## src/core/uvrm_map.svh

```systemverilog
// Register map, field positions, reset values and timing counts of the
// undervoltage reset monitor.
// Assumes an AXI4-Lite master with 32-bit data and a 4-bit byte address.
//
// Overview of operation
// - The monitor is active straight out of reset, before software writes.
// - The monitor watches the supply only while power-disable is clear.
// - With reset-disable clear, a supply below the falling level asks reset.
// - In stop mode the monitor works only while stop-enable is set.
// - Trip-level select one picks the 5-V thresholds, zero the 3-V ones.
// - After power-on reset the trip-level select holds the 3-V set.
// - Selecting 5-V while below its rising level enters reset after a three-cycle settle wait.
// - A reset, once asked, is held until the supply exceeds the rising level or power-disable, reset-disable or stop without stop-enable ends it.
// - The comparator drives a status flag that software can poll.
// - The flag is 1 below the falling level, 0 above the rising level.
// - A system reset clears the status flag whatever the comparator shows.
// - The monitor raises no interrupt of its own accord.
// - When enabled the monitor keeps working and resetting in wait mode.
// - In stop mode with stop-enable set, a reset may end stop mode.
`ifndef UVRM_MAP_SVH
`define UVRM_MAP_SVH
`define UVRM_ADDR_W      4
`define UVRM_OFF_CFG     4'h0
`define UVRM_OFF_STAT    4'h4
`define UVRM_OFF_EVT     4'h8
`define UVRM_OFF_MASK    4'hC
`define UVRM_CFG_RESET   4'h0
`define UVRM_EVT_W       3
`define UVRM_EVT_RESET   3'h0
`define UVRM_EVT_UV_SET  0
`define UVRM_EVT_RST     1
`define UVRM_EVT_UV_CLR  2
`define UVRM_STAT_PAD    6'h00
`define UVRM_CFG_PAD     4'h0
`define UVRM_EVT_PAD     5'h00
`define UVRM_DATA_PAD    24'h000000
`define UVRM_SETTLE_CYC  2'h3
`define UVRM_SETTLE_LAST 2'h1
`define UVRM_RESP_OKAY   2'h0
`define UVRM_RESP_SLVERR 2'h2
`endif

```

## src/core/uvrm_pkg.sv

```systemverilog
// Types shared by the undervoltage reset monitor.
// Assumes the map header is compiled alongside.
package uvrm_pkg;
  // Configuration byte, lowest field in bit 0.
  typedef struct packed {
    logic trip_sel;
    logic stop_en;
    logic rst_dis;
    logic pwr_dis;
  } uvrm_cfg_t;
  // Reset request sequencer states.
  typedef enum logic [1:0] {
    ST_IDLE   = 2'h0,
    ST_SETTLE = 2'h1,
    ST_HOLD   = 2'h2
  } uvrm_state_t;
endpackage

```

## src/core/uvrm_top.sv

```systemverilog
// Undervoltage reset monitor: AXI4-Lite registers, comparator
// synchroniser, hysteresis flag, reset request and event interrupt.
// Assumes comparator outputs are asynchronous and RST_B is system reset.
//
// Added by the designer: the register offsets and the AXI4-Lite slave port.
`timescale 1ns/1ps
`include "uvrm_map.svh"
module uvrm_top
  import uvrm_pkg::*;
(
  // Clock and reset.
  input  wire logic                    REF_CLK,
  input  wire logic                    RST_B,
  // AXI4-Lite write channels.
  input  wire logic [`UVRM_ADDR_W-1:0] S_AXI_AWADDR,
  input  wire logic                    S_AXI_AWVALID,
  output logic                         S_AXI_AWREADY,
  input  wire logic [31:0]             S_AXI_WDATA,
  input  wire logic [3:0]              S_AXI_WSTRB,
  input  wire logic                    S_AXI_WVALID,
  output logic                         S_AXI_WREADY,
  output logic [1:0]                   S_AXI_BRESP,
  output logic                         S_AXI_BVALID,
  input  wire logic                    S_AXI_BREADY,
  // AXI4-Lite read channels.
  input  wire logic [`UVRM_ADDR_W-1:0] S_AXI_ARADDR,
  input  wire logic                    S_AXI_ARVALID,
  output logic                         S_AXI_ARREADY,
  output logic [31:0]                  S_AXI_RDATA,
  output logic [1:0]                   S_AXI_RRESP,
  output logic                         S_AXI_RVALID,
  input  wire logic                    S_AXI_RREADY,
  // Analog comparator and power modes.
  input  wire logic                    CMP_BELOW_FALL,
  input  wire logic                    CMP_ABOVE_RISE,
  input  wire logic                    STOP_MODE,
  input  wire logic                    WAIT_MODE,
  // Analog controls, reset request, flag and interrupt.
  output logic                         MON_PWR_DIS,
  output logic                         TRIP_SEL_5V,
  output logic                         RST_REQ,
  output logic                         UV_FLAG,
  output logic                         IRQ
);

  logic                    below_meta_r, below_r, above_meta_r, above_r;
  uvrm_cfg_t               cfg_r, cfg_nxt;
  logic [`UVRM_EVT_W-1:0]  mask_r, mask_nxt, evt_r, evt_nxt, evt_set, evt_clr;
  logic                    flag_r, flag_nxt, irq_r, irq_nxt;
  logic                    trip_prev_r, active, rst_en;
  uvrm_state_t             state_r, state_nxt;
  logic [1:0]              cnt_r, cnt_nxt;
  logic                    rst_req_r, rst_req_nxt;
  logic                    aw_got_r, aw_got_nxt, w_got_r, w_got_nxt;
  logic [`UVRM_ADDR_W-1:0] waddr_r, waddr_nxt, raddr;
  logic [7:0]              wbyte_r, wbyte_nxt;
  logic                    wlane_r, wlane_nxt;
  logic                    awrdy_r, awrdy_nxt, wrdy_r, wrdy_nxt;
  logic                    bvalid_r, bvalid_nxt, rvalid_r, rvalid_nxt;
  logic                    arrdy_r, arrdy_nxt, do_write, do_read;
  logic [1:0]              bresp_r, bresp_nxt, rresp_r, rresp_nxt;
  logic [31:0]             rdata_r, rdata_nxt;

  // Two flops per line; zeros while powered down keep stale samples out.
  always_ff @(posedge REF_CLK or negedge RST_B) begin
    if (!RST_B) begin
      below_meta_r <= 1'b0;
      below_r      <= 1'b0;
      above_meta_r <= 1'b0;
      above_r      <= 1'b0;
    end else begin
      below_meta_r <= CMP_BELOW_FALL && !cfg_r.pwr_dis;
      below_r      <= below_meta_r;
      above_meta_r <= CMP_ABOVE_RISE && !cfg_r.pwr_dis;
      above_r      <= above_meta_r;
    end
  end

  // Monitor is live when powered and not stopped without stop-enable.
  assign active = !cfg_r.pwr_dis && (!STOP_MODE || cfg_r.stop_en);
  assign rst_en = active && !cfg_r.rst_dis;

  // AXI4-Lite handshakes: address and data taken in either order.
  assign do_write = aw_got_r && w_got_r && !bvalid_r;
  assign do_read  = S_AXI_ARVALID && arrdy_r;
  assign raddr    = S_AXI_ARADDR;
  always_comb begin
    aw_got_nxt = aw_got_r;
    w_got_nxt  = w_got_r;
    waddr_nxt  = waddr_r;
    wbyte_nxt  = wbyte_r;
    wlane_nxt  = wlane_r;
    bvalid_nxt = bvalid_r;
    bresp_nxt  = bresp_r;
    if (S_AXI_AWVALID && awrdy_r) begin
      aw_got_nxt = 1'b1;
      waddr_nxt  = S_AXI_AWADDR;
    end
    if (S_AXI_WVALID && wrdy_r) begin
      w_got_nxt = 1'b1;
      wbyte_nxt = S_AXI_WDATA[7:0];
      wlane_nxt = S_AXI_WSTRB[0];
    end
    if (do_write) begin
      aw_got_nxt = 1'b0;
      w_got_nxt  = 1'b0;
      bvalid_nxt = 1'b1;
      bresp_nxt  = (waddr_r == `UVRM_OFF_CFG || waddr_r == `UVRM_OFF_STAT ||
                    waddr_r == `UVRM_OFF_EVT || waddr_r == `UVRM_OFF_MASK) ?
                   `UVRM_RESP_OKAY : `UVRM_RESP_SLVERR;
    end else if (bvalid_r && S_AXI_BREADY) begin
      bvalid_nxt = 1'b0;
    end
    awrdy_nxt = !aw_got_nxt && !bvalid_nxt;
    wrdy_nxt  = !w_got_nxt && !bvalid_nxt;
  end

  // Read path; a read of the event register clears what it returned.
  always_comb begin
    rvalid_nxt = rvalid_r;
    rdata_nxt  = rdata_r;
    rresp_nxt  = rresp_r;
    evt_clr    = '0;
    if (do_read) begin
      rvalid_nxt = 1'b1;
      rresp_nxt  = `UVRM_RESP_OKAY;
      unique case (raddr)
        `UVRM_OFF_CFG:  rdata_nxt = {`UVRM_DATA_PAD, `UVRM_CFG_PAD, cfg_r};
        `UVRM_OFF_STAT: rdata_nxt = {`UVRM_DATA_PAD, `UVRM_STAT_PAD,
                                     rst_req_r, flag_r};
        `UVRM_OFF_EVT: begin
          rdata_nxt = {`UVRM_DATA_PAD, `UVRM_EVT_PAD, evt_r};
          evt_clr   = evt_r;
        end
        `UVRM_OFF_MASK: rdata_nxt = {`UVRM_DATA_PAD, `UVRM_EVT_PAD, mask_r};
        default: begin
          rdata_nxt = '0;
          rresp_nxt = `UVRM_RESP_SLVERR;
        end
      endcase
    end else if (rvalid_r && S_AXI_RREADY) begin
      rvalid_nxt = 1'b0;
    end
    arrdy_nxt = !rvalid_nxt;
  end

  // Configuration and mask writes through byte lane 0.
  always_comb begin
    cfg_nxt  = cfg_r;
    mask_nxt = mask_r;
    if (do_write && wlane_r && waddr_r == `UVRM_OFF_CFG) begin
      cfg_nxt = uvrm_cfg_t'(wbyte_r[3:0]);
    end
    if (do_write && wlane_r && waddr_r == `UVRM_OFF_MASK) begin
      mask_nxt = wbyte_r[`UVRM_EVT_W-1:0];
    end
  end

  // Hysteresis flag: set below falling, clear above rising or while powered down, else hold.
  always_comb begin
    flag_nxt = flag_r;
    if (cfg_r.pwr_dis) begin
      flag_nxt = 1'b0;
    end else if (active && below_r) begin
      flag_nxt = 1'b1;
    end else if (active && above_r) begin
      flag_nxt = 1'b0;
    end
  end

  // Reset request sequencer with a settle wait after a 5-V select.
  always_comb begin
    state_nxt = state_r;
    cnt_nxt   = cnt_r;
    unique case (state_r)
      ST_IDLE: begin
        if (rst_en && below_r) begin
          state_nxt = ST_HOLD;
        end else if (cfg_r.trip_sel && !trip_prev_r) begin
          state_nxt = ST_SETTLE;
          cnt_nxt   = `UVRM_SETTLE_CYC;
        end
      end
      ST_SETTLE: begin
        cnt_nxt = cnt_r - 2'h1;
        if (rst_en && below_r) begin
          state_nxt = ST_HOLD;
        end else if (cnt_r == `UVRM_SETTLE_LAST) begin
          state_nxt = (rst_en && !above_r) ? ST_HOLD : ST_IDLE;
        end
      end
      ST_HOLD: begin
        if (!rst_en || above_r) begin
          state_nxt = ST_IDLE;
        end
      end
      default: state_nxt = ST_IDLE;
    endcase
    rst_req_nxt = (state_nxt == ST_HOLD);
  end
  // Sticky events, set wins over the read clear, one bit per loop pass.
  assign evt_set[`UVRM_EVT_UV_SET] = flag_nxt && !flag_r;
  assign evt_set[`UVRM_EVT_RST]    = rst_req_nxt && !rst_req_r;
  assign evt_set[`UVRM_EVT_UV_CLR] = !flag_nxt && flag_r;
  for (genvar i = 0; i < `UVRM_EVT_W; i++) begin : g_evt
    assign evt_nxt[i] = evt_set[i] | (evt_r[i] & ~evt_clr[i]);
  end
  assign irq_nxt = |(evt_nxt & mask_nxt);

  // State registers; reset leaves the monitor enabled at 3-V.
  always_ff @(posedge REF_CLK or negedge RST_B) begin
    if (!RST_B) begin
      cfg_r       <= `UVRM_CFG_RESET;
      mask_r      <= `UVRM_EVT_RESET;
      evt_r       <= `UVRM_EVT_RESET;
      irq_r       <= 1'b0;
      flag_r      <= 1'b0;
      trip_prev_r <= 1'b0;
      state_r     <= ST_IDLE;
      cnt_r       <= 2'h0;
      rst_req_r   <= 1'b0;
      aw_got_r    <= 1'b0;
      w_got_r     <= 1'b0;
      waddr_r     <= '0;
      wbyte_r     <= 8'h00;
      wlane_r     <= 1'b0;
      awrdy_r     <= 1'b0;
      wrdy_r      <= 1'b0;
      bvalid_r    <= 1'b0;
      bresp_r     <= `UVRM_RESP_OKAY;
      arrdy_r     <= 1'b0;
      rvalid_r    <= 1'b0;
      rresp_r     <= `UVRM_RESP_OKAY;
      rdata_r     <= 32'h00000000;
    end else begin
      cfg_r       <= cfg_nxt;
      mask_r      <= mask_nxt;
      evt_r       <= evt_nxt;
      irq_r       <= irq_nxt;
      flag_r      <= flag_nxt;
      trip_prev_r <= cfg_r.trip_sel;
      state_r     <= state_nxt;
      cnt_r       <= cnt_nxt;
      rst_req_r   <= rst_req_nxt;
      aw_got_r    <= aw_got_nxt;
      w_got_r     <= w_got_nxt;
      waddr_r     <= waddr_nxt;
      wbyte_r     <= wbyte_nxt;
      wlane_r     <= wlane_nxt;
      awrdy_r     <= awrdy_nxt;
      wrdy_r      <= wrdy_nxt;
      bvalid_r    <= bvalid_nxt;
      bresp_r     <= bresp_nxt;
      arrdy_r     <= arrdy_nxt;
      rvalid_r    <= rvalid_nxt;
      rresp_r     <= rresp_nxt;
      rdata_r     <= rdata_nxt;
    end
  end

  // Every output comes straight from a flip-flop.
  assign S_AXI_AWREADY = awrdy_r;
  assign S_AXI_WREADY  = wrdy_r;
  assign S_AXI_BVALID  = bvalid_r;
  assign S_AXI_BRESP   = bresp_r;
  assign S_AXI_ARREADY = arrdy_r;
  assign S_AXI_RVALID  = rvalid_r;
  assign S_AXI_RRESP   = rresp_r;
  assign S_AXI_RDATA   = rdata_r;
  assign MON_PWR_DIS   = cfg_r.pwr_dis;
  assign TRIP_SEL_5V   = cfg_r.trip_sel;
  assign RST_REQ       = rst_req_r;
  assign UV_FLAG       = flag_r;
  assign IRQ           = irq_r;
endmodule

```

## config.mk

```make
export PLATFORM = sky130hd
export DESIGN_NAME = uvrm_top
export DESIGN_NICKNAME = d
export VERILOG_FILES = /design/src/core/uvrm_pkg.sv /design/src/core/uvrm_top.sv
export VERILOG_INCLUDE_DIRS = /design/src /design/src/core
export SDC_FILE = /design/constraint.sdc
export NUM_CORES = 1
export LEC_CHECK = 0
export ABC_AREA = 1
export BUFFER_PORTS_ARGS = -buffer_cell sky130_fd_sc_hd__buf_2
export CORE_ASPECT_RATIO = 0.8
export CORE_MARGIN = 4
export CORE_UTILIZATION = 51
export CTS_BUF_LIST = sky130_fd_sc_hd__clkbuf_8
export DETAILED_ROUTE_END_ITERATION = 7
export PLACE_DENSITY_LB_ADDON = 0.1
export SYNTH_ARGS = -nofsm -noshare
export SYNTH_HDL_FRONTEND = slang
export SYNTH_SLANG_ARGS = --single-unit
```

## constraint.sdc

```tcl
create_clock -name REF_CLK -period 3.45 [get_ports REF_CLK]
set_input_delay 0.345 -clock REF_CLK [delete_from_list [all_inputs] [get_ports REF_CLK]]
set_output_delay 0.345 -clock REF_CLK [all_outputs]
set_load 0.005 [all_outputs]
```

==> results of run 1 <==
-- placed cells by master, fill, tap and decap left out, drive strengths merged --
cell type	instances
conb	30
bufinv	1
nor2	13
o22ai	1
clkinvlp	1
a21oi	3
nand2	71
nand4	7
clkbuf	5
clkinv	2
o21ai	19
mux2	2
or2	1
ha	1
inv	28
buf	38
nand3	7
dfrtp	44
nor3	4
-- through the flow --
stage          utilization  hold slack, ns
2_1_floorplan            -          0.0494
3_5_place_dp         0.577           0.338
6_report             0.605           0.193
3_3_place_gp         0.577           0.331
4_1_cts              0.605           0.224
5_1_grt              0.605           0.234
-- routing by layer --
layer,track usage,up-vias,share of wire
li1,-,758,-
met1,0.206,669,0.48
met2,0.206,51,0.42
met3,0.0384,8,0.079
met4,0.0708,0,0.018
met5,0,-,0
-- registers in the layout, indices dropped and copies added (netlist names), 2 cells and up --
| signal | count |
|---|---|
| evt_r | 3 |
| waddr_r | 4 |
| mask_r | 3 |
| state_r | 2 |
| S_AXI_RDATA | 4 |
| cfg_r | 2 |
| wbyte_r | 4 |
| cnt_r | 2 |
-- final cells by class --
type                            instances  area, µm²  share of cell area
Inverter                               29        109              0.0464
Tap cell                               55       68.8              0.0293
Sequential cell                        44       1100               0.469
Clock buffer                            5       68.8              0.0293
Multi-Input combinational cell        159        768               0.327
Timing Repair Buffer                   38        190              0.0810
Clock inverter                          3       42.5              0.0181
-- how the worst min path moves through the flow --
stage	to	slack (ns)	cells after the start
floorplan	IRQ$_DFF_PN0_	0.05	0
global placement	above_r$_DFF_PN0_	0.33	0
detailed placement	below_r$_DFF_PN0_	0.34	0
CTS	S_AXI_RVALID$_DFF_PN0_	0.22	1
global route	waddr_r[3]$_DFFE_PN0P_	0.23	3
finish	S_AXI_ARREADY$_DFF_PN0_	0.19	1
-- cell families after synthesis --
| family | Yosys count | synth area share |
|---|---|---|
| AOI/OAI and AO/OA | 23 | 0.0591 |
| adders and majority gates | 1 | 0.00597 |
| buffers and inverters | 59 | 0.160 |
| DFF | 44 | 0.526 |
| muxes | 2 | 0.0125 |
| other | 1 | 0.00179 |
| and+or+nand+nor | 103 | 0.235 |
-- power groups by stage --
stage,Combinational [mW],Clock [mW],Sequential [mW]
CTS,0.546,0.397,0.840
finish,0.538,0.383,0.837
floorplan,0.408,0,0.824
global placement,0.534,0,0.846
detailed placement,0.544,0,0.850
global route,0.634,0.421,0.862
==> impl_metrics.json, run 1 <==
{
  "power_density_nw_per_um2": 749,
  "fin_area_um2": 2350,
  "synth.largest_area_cell": "dfrtp_1",
  "vias": 1486,
  "yosys.area.top_type_share": 0.526,
  "fin_crit_sh": 0.371,
  "seqPwrFrac": 0.476,
  "post-dp-hpwl_um": 2700,
  "worst-path-stages": 1,
  "rr_endpoint": "TRIP_SEL_5V$_DFFE_PN0P_",
  "syn_area_um2": 2090,
  "combPwrFrac": 0.306,
  "cp.arrival_ns": 0.93,
  "clk_path_buf_depth": 2,
  "hold_viol": 0,
  "die_y_um": 65.3,
  "crit_family": "flip-flops",
  "drt-initial-drc-count": 67,
  "synth.most_common_cell": "nand2_1",
  "syn_to_final_growth_pct": 12.1,
  "stdcell_count": 333,
  "drive_gt1_frac": 0.255,
  "clock_tree.root_cell": "clkbuf_8",
  "finalWorstSetupSlack_ns": 2.17,
  "startpoint": "MON_PWR_DIS$_DFFE_PN0P_",
  "first_pass_iters": 5,
  "crit_end": "MON_PWR_DIS",
  "postCtsHoldBufs": 0,
  "rows": 20,
  "pre_cts_slack_ns": 2.09,
  "cp_max_fo": 6,
  "cts_sinks": 44,
  "hp-class": "in2async",
  "htree_levels": 2,
  "insertion_delay_ns": 0.29,
  "ys_ff_latch": 44,
  "n_fill_cell": 355,
  "grt_start_max_net_pins": 45,
  "p_total_mw": 1.76,
  "critPathKind": "reg2out",
  "ir_worst_vdd_mv": 0.460,
  "io_pins": 101,
  "cap_violations": 0,
  "grt_antenna_before_repair": 0,
  "cp_slowest_cell": "dfrtp_1",
  "status": "finished, final reports clean",
  "crit_path_cell_trace": "buf_2",
  "fin_worst_skew_ns": 0.00648,
  "start_kind": "register",
  "reg2reg_slack_ns": 2.18,
  "detail_route.wl_per_cell_um": 10.5,
  "swShare": 0.351,
  "cp_num_buf_inv": 1,
  "grt_pass1_vias": 1338,
  "routed_via_density": 4.46,
  "ctsResizeCount": 0,
  "cts_tree": "built",
  "r2r_start": "S_AXI_BVALID$_DFF_PN0_",
  "slew_headroom": 0.367,
  "fin_tns_setup_ns": 0,
  "worst_pin_slew_ns": 0.950,
  "clockPowerShare": 0.218,
  "cp.required_ns": 3.11,
  "rsz0062_at_grt": "no",
  "avgSynthCellArea_um2": 8.99,
  "routabilityCongestion": 0.789,
  "ff2ff_path_depth": 5,
  "placedInstanceArea_um2": 2240,
  "wirelength_um": 3500,
  "ys_seq_area_frac": 0.526,
  "place_inst": 325,
  "port_buffers": 38,
  "slowest_delay_ns": 0.48,
  "nNetsFinal": 333,
  "slew_viol_final": 0,
  "yosys_warnings": 0,
  "drc": 0,
  "cts_inserted_buffers": 5,
  "p_switching_uw": 617,
  "synth.area.top_cells": "dfrtp_1 (53%), nand2_1 (12%), buf_4 (11%), inv_1 (3.8%), o21ai_0 (3.6%)",
  "core-area_um2": 3880,
  "p_int_mw": 1.14,
  "synth_flop_cell": "dfrtp_1",
  "fmax_ghz": 0.782,
  "synth_common_cells": "nand2_1 (65), dfrtp_1 (44), buf_4 (30)",
  "postCtsSetupBuffers": 0,
  "antenna_cells": 0,
  "overflow": 0,
  "synthArstFlopShare": 1.00,
  "synth_edf_count": 0,
  "p_leak_nw": 1.29,
  "period_needed_ns": 1.28,
  "synthCells": 233,
  "endpoint_kind": "output pin",
  "initial_utilization": 0.540,
  "die-area_um2": 5200,
  "postRouteAntennaNets": 0,
  "ys_types": 27,
  "finalSetupViolCount": 0,
  "dieWidth_um": 79.7,
  "cts.reportedPaths.clkPinSlew_ns": 0.08,
  "grt_first_pass_wirelength_um": 5890,
  "grt_usage": 0.146
}
No activity file was read; power rests on OpenSTA's default activity.
==> inputs of run 2 (changes only) <==
- CORE_UTILIZATION: 51 -> 48
- clock period: 3.45 -> 1.3 ns (I/O delays scaled with it)
==> run 2 against run 1 <==
Net effect:
- first-iteration DRC count decreased by 9.0%
- non-clock buffer count up 13
- clock skew decreased by 0.0033 ns
- combinational power grew to 3.2 times the previous value
- via count is 3.0% higher
- global-route usage increased by 0.65 points
- core utilization down 1.3 points
- sequential power grew to 2.7 times the previous value
- total power grew to 2.7 times the previous value
- critical path type is now reg2reg
- critical endpoint is now evt_r[1]$_DFF_PN0_
- largest power group unchanged
==> impl_metrics.json, run 2 (same netlist as run 1, synthesis figures left out) <==
{
  "antenna_cells": 0,
  "initial_utilization": 0.498,
  "fin_worst_skew_ns": 0.00323,
  "start_kind": "register",
  "rows": 21,
  "ir_worst_vdd_mv": 1.01,
  "grt_antenna_before_repair": 0,
  "clk_path_buf_depth": 2,
  "cts_sinks": 44,
  "period_needed_ns": 1.23,
  "power_density_nw_per_um2": 1930,
  "r2r_start": "cfg_r[2]$_DFFE_PN0P_",
  "htree_levels": 2,
  "routed_via_density": 4.40,
  "detail_route.wl_per_cell_um": 10.7,
  "met1_length_um": 1750,
  "ff2ff_path_depth": 9,
  "critPathKind": "reg2reg",
  "slowest_delay_ns": 0.42,
  "clock_tree.root_cell": "clkbuf_8",
  "drive_gt1_frac": 0.320,
  "cp.arrival_ns": 1.43,
  "cts.reportedPaths.clkPinSlew_ns": 0.08,
  "hold_viol": 0,
  "min_to": "wbyte_r[3]$_DFFE_PN0P_",
  "grt_first_pass_wirelength_um": 6180,
  "final_core_util": 0.593,
  "met2WireLength_um": 1550,
  "grt_start_max_net_pins": 45,
  "cp.required_ns": 1.49,
  "endpoint_kind": "register",
  "postRouteAntennaNets": 0,
  "cp_slowest_cell": "dfrtp_1",
  "first_pass_iters": 4,
  "finalSetupViolCount": 0,
  "grt_usage": 0.152,
  "p_total_mw": 4.81,
  "fin_tns_setup_ns": 0,
  "io_pins": 101,
  "post-dp-hpwl_um": 2840,
  "dieWidth_um": 81.9,
  "port_buffers": 38,
  "die-area_um2": 5490,
  "routabilityCongestion": 0.780,
  "drt-initial-drc-count": 61,
  "crit_path_cell_trace": "inv_2, nand2_4, nand3_1, nor2_1, nor2_2, nand2_2, nand2_1, nand2_2, buf_4",
  "wirelength_um": 3730,
  "rsz0062_at_grt": "yes",
  "top_layer": "met4",
  "slew_viol_final": 0,
  "cpMostUsedCell": "nand2_2",
  "p_leak_nw": 1.35,
  "mostFrequentLayoutCell": "nand2_1",
  "min_path_cells": 3,
  "min_from": "S_AXI_WDATA[3]",
  "insertion_delay_ns": 0.29,
  "cp_num_buf_inv": 2,
  "hp-class": "in2reg",
  "cts_inserted_buffers": 5,
  "cts_tree": "built",
  "cp_max_fo": 5,
  "wl_met3_um": 378,
  "reg2reg_slack_ns": 0.07,
  "fmax_ghz": 0.810,
  "vias": 1530,
  "crit_family": "simple AND/OR/NAND/NOR gates",
  "core-area_um2": 4200,
  "grt_pass1_vias": 1405,
  "die_y_um": 67.1,
  "syn_to_final_growth_pct": 18.9,
  "status": "finished, final reports clean",
  "drc": 0,
  "nNetsFinal": 346,
  "final_cell_mix": "nand2_1 (61), dfrtp_1 (43), buf_2 (38)",
  "rr_endpoint": "evt_r[1]$_DFF_PN0_",
  "overflow": 0,
  "fin_crit_sh": 0.950,
  "cap_violations": 0
}
run 2: changes by cell type in the layout (fill, tap and decap cells not counted), sizes merged:
cell         change
buf             +12
bufinv           -1
clkbuf           +1
clkinv           +1
clkinvlp         -1
dlygate4sd3      +1
run 2: through the flow:
| step | cell area [µm²] | cells | hold slack [ns] | setup slack (ns) |
|---|---|---|---|---|
| final | 2490 | 348 | 0.0216 | 0.0652 |
| after global routing | 2490 | 348 | 0.0239 | -0.0245 |
| after CTS | 2410 | 343 | 0.0142 | 0.0469 |
| after detailed placement | 2300 | 334 | 0.124 | 0.0581 |
| after global placement | 2300 | 334 | 0.129 | 0.0650 |
| after floorplan | 2200 | 262 | -0.166 | 0.0972 |
run 2: how the worst max path moves through the flow:
stage                           startpoint                 endpoint  slack, ns  cells past startpoint
floorplan           S_AXI_BVALID$_DFF_PN0_  TRIP_SEL_5V$_DFFE_PN0P_        0.1                      5
global placement      cnt_r[0]$_DFFE_PN0P_            IRQ$_DFF_PN0_       0.07                      9
detailed placement  waddr_r[0]$_DFFE_PN0P_            IRQ$_DFF_PN0_       0.06                     10
CTS                 waddr_r[0]$_DFFE_PN0P_            IRQ$_DFF_PN0_       0.05                     10
global route          cfg_r[2]$_DFFE_PN0P_            IRQ$_DFF_PN0_      -0.02                     10
finish                cfg_r[2]$_DFFE_PN0P_       evt_r[1]$_DFF_PN0_       0.07                      9
run 2: tightest hold or removal path, stage by stage:
cell	delay, ns
buf_2	0.07
nand2_1	0.04
nand2_1	0.04
run 2: metal layers:
layer | vias to the layer above | track usage
met4 | 0 | 0.0622
li1 | 786 | -
met3 | 7 | 0.0432
met2 | 64 | 0.222
met5 | - | 0
met1 | 673 | 0.211
run 2: final cells by class:
type                       count  area, µm²
fill                         417       1710
sequential                    44       1100
multi-input combinational    159        813
timing repair buffer          51        303
inverter                      29        109
clock buffer                   6       82.6
tap                           57       71.3
clock inverter                 2       10.0
run 2: what timing repair did:
action,in CTS,in global routing
hold buffers,1,0
hold endpoints to repair,44,0
setup buffers,0,5
gates resized for setup,0,13
endpoints found under the setup margin,0,5
run 2: where the power goes:
group	internal, mW	leakage, nW	switching [mW]	total, mW
logic	0.753	0.759	0.982	1.74
clock network	0.424	0.0510	0.435	0.858
registers	1.90	0.543	0.325	2.22
total	3.07	1.35	1.74	4.81
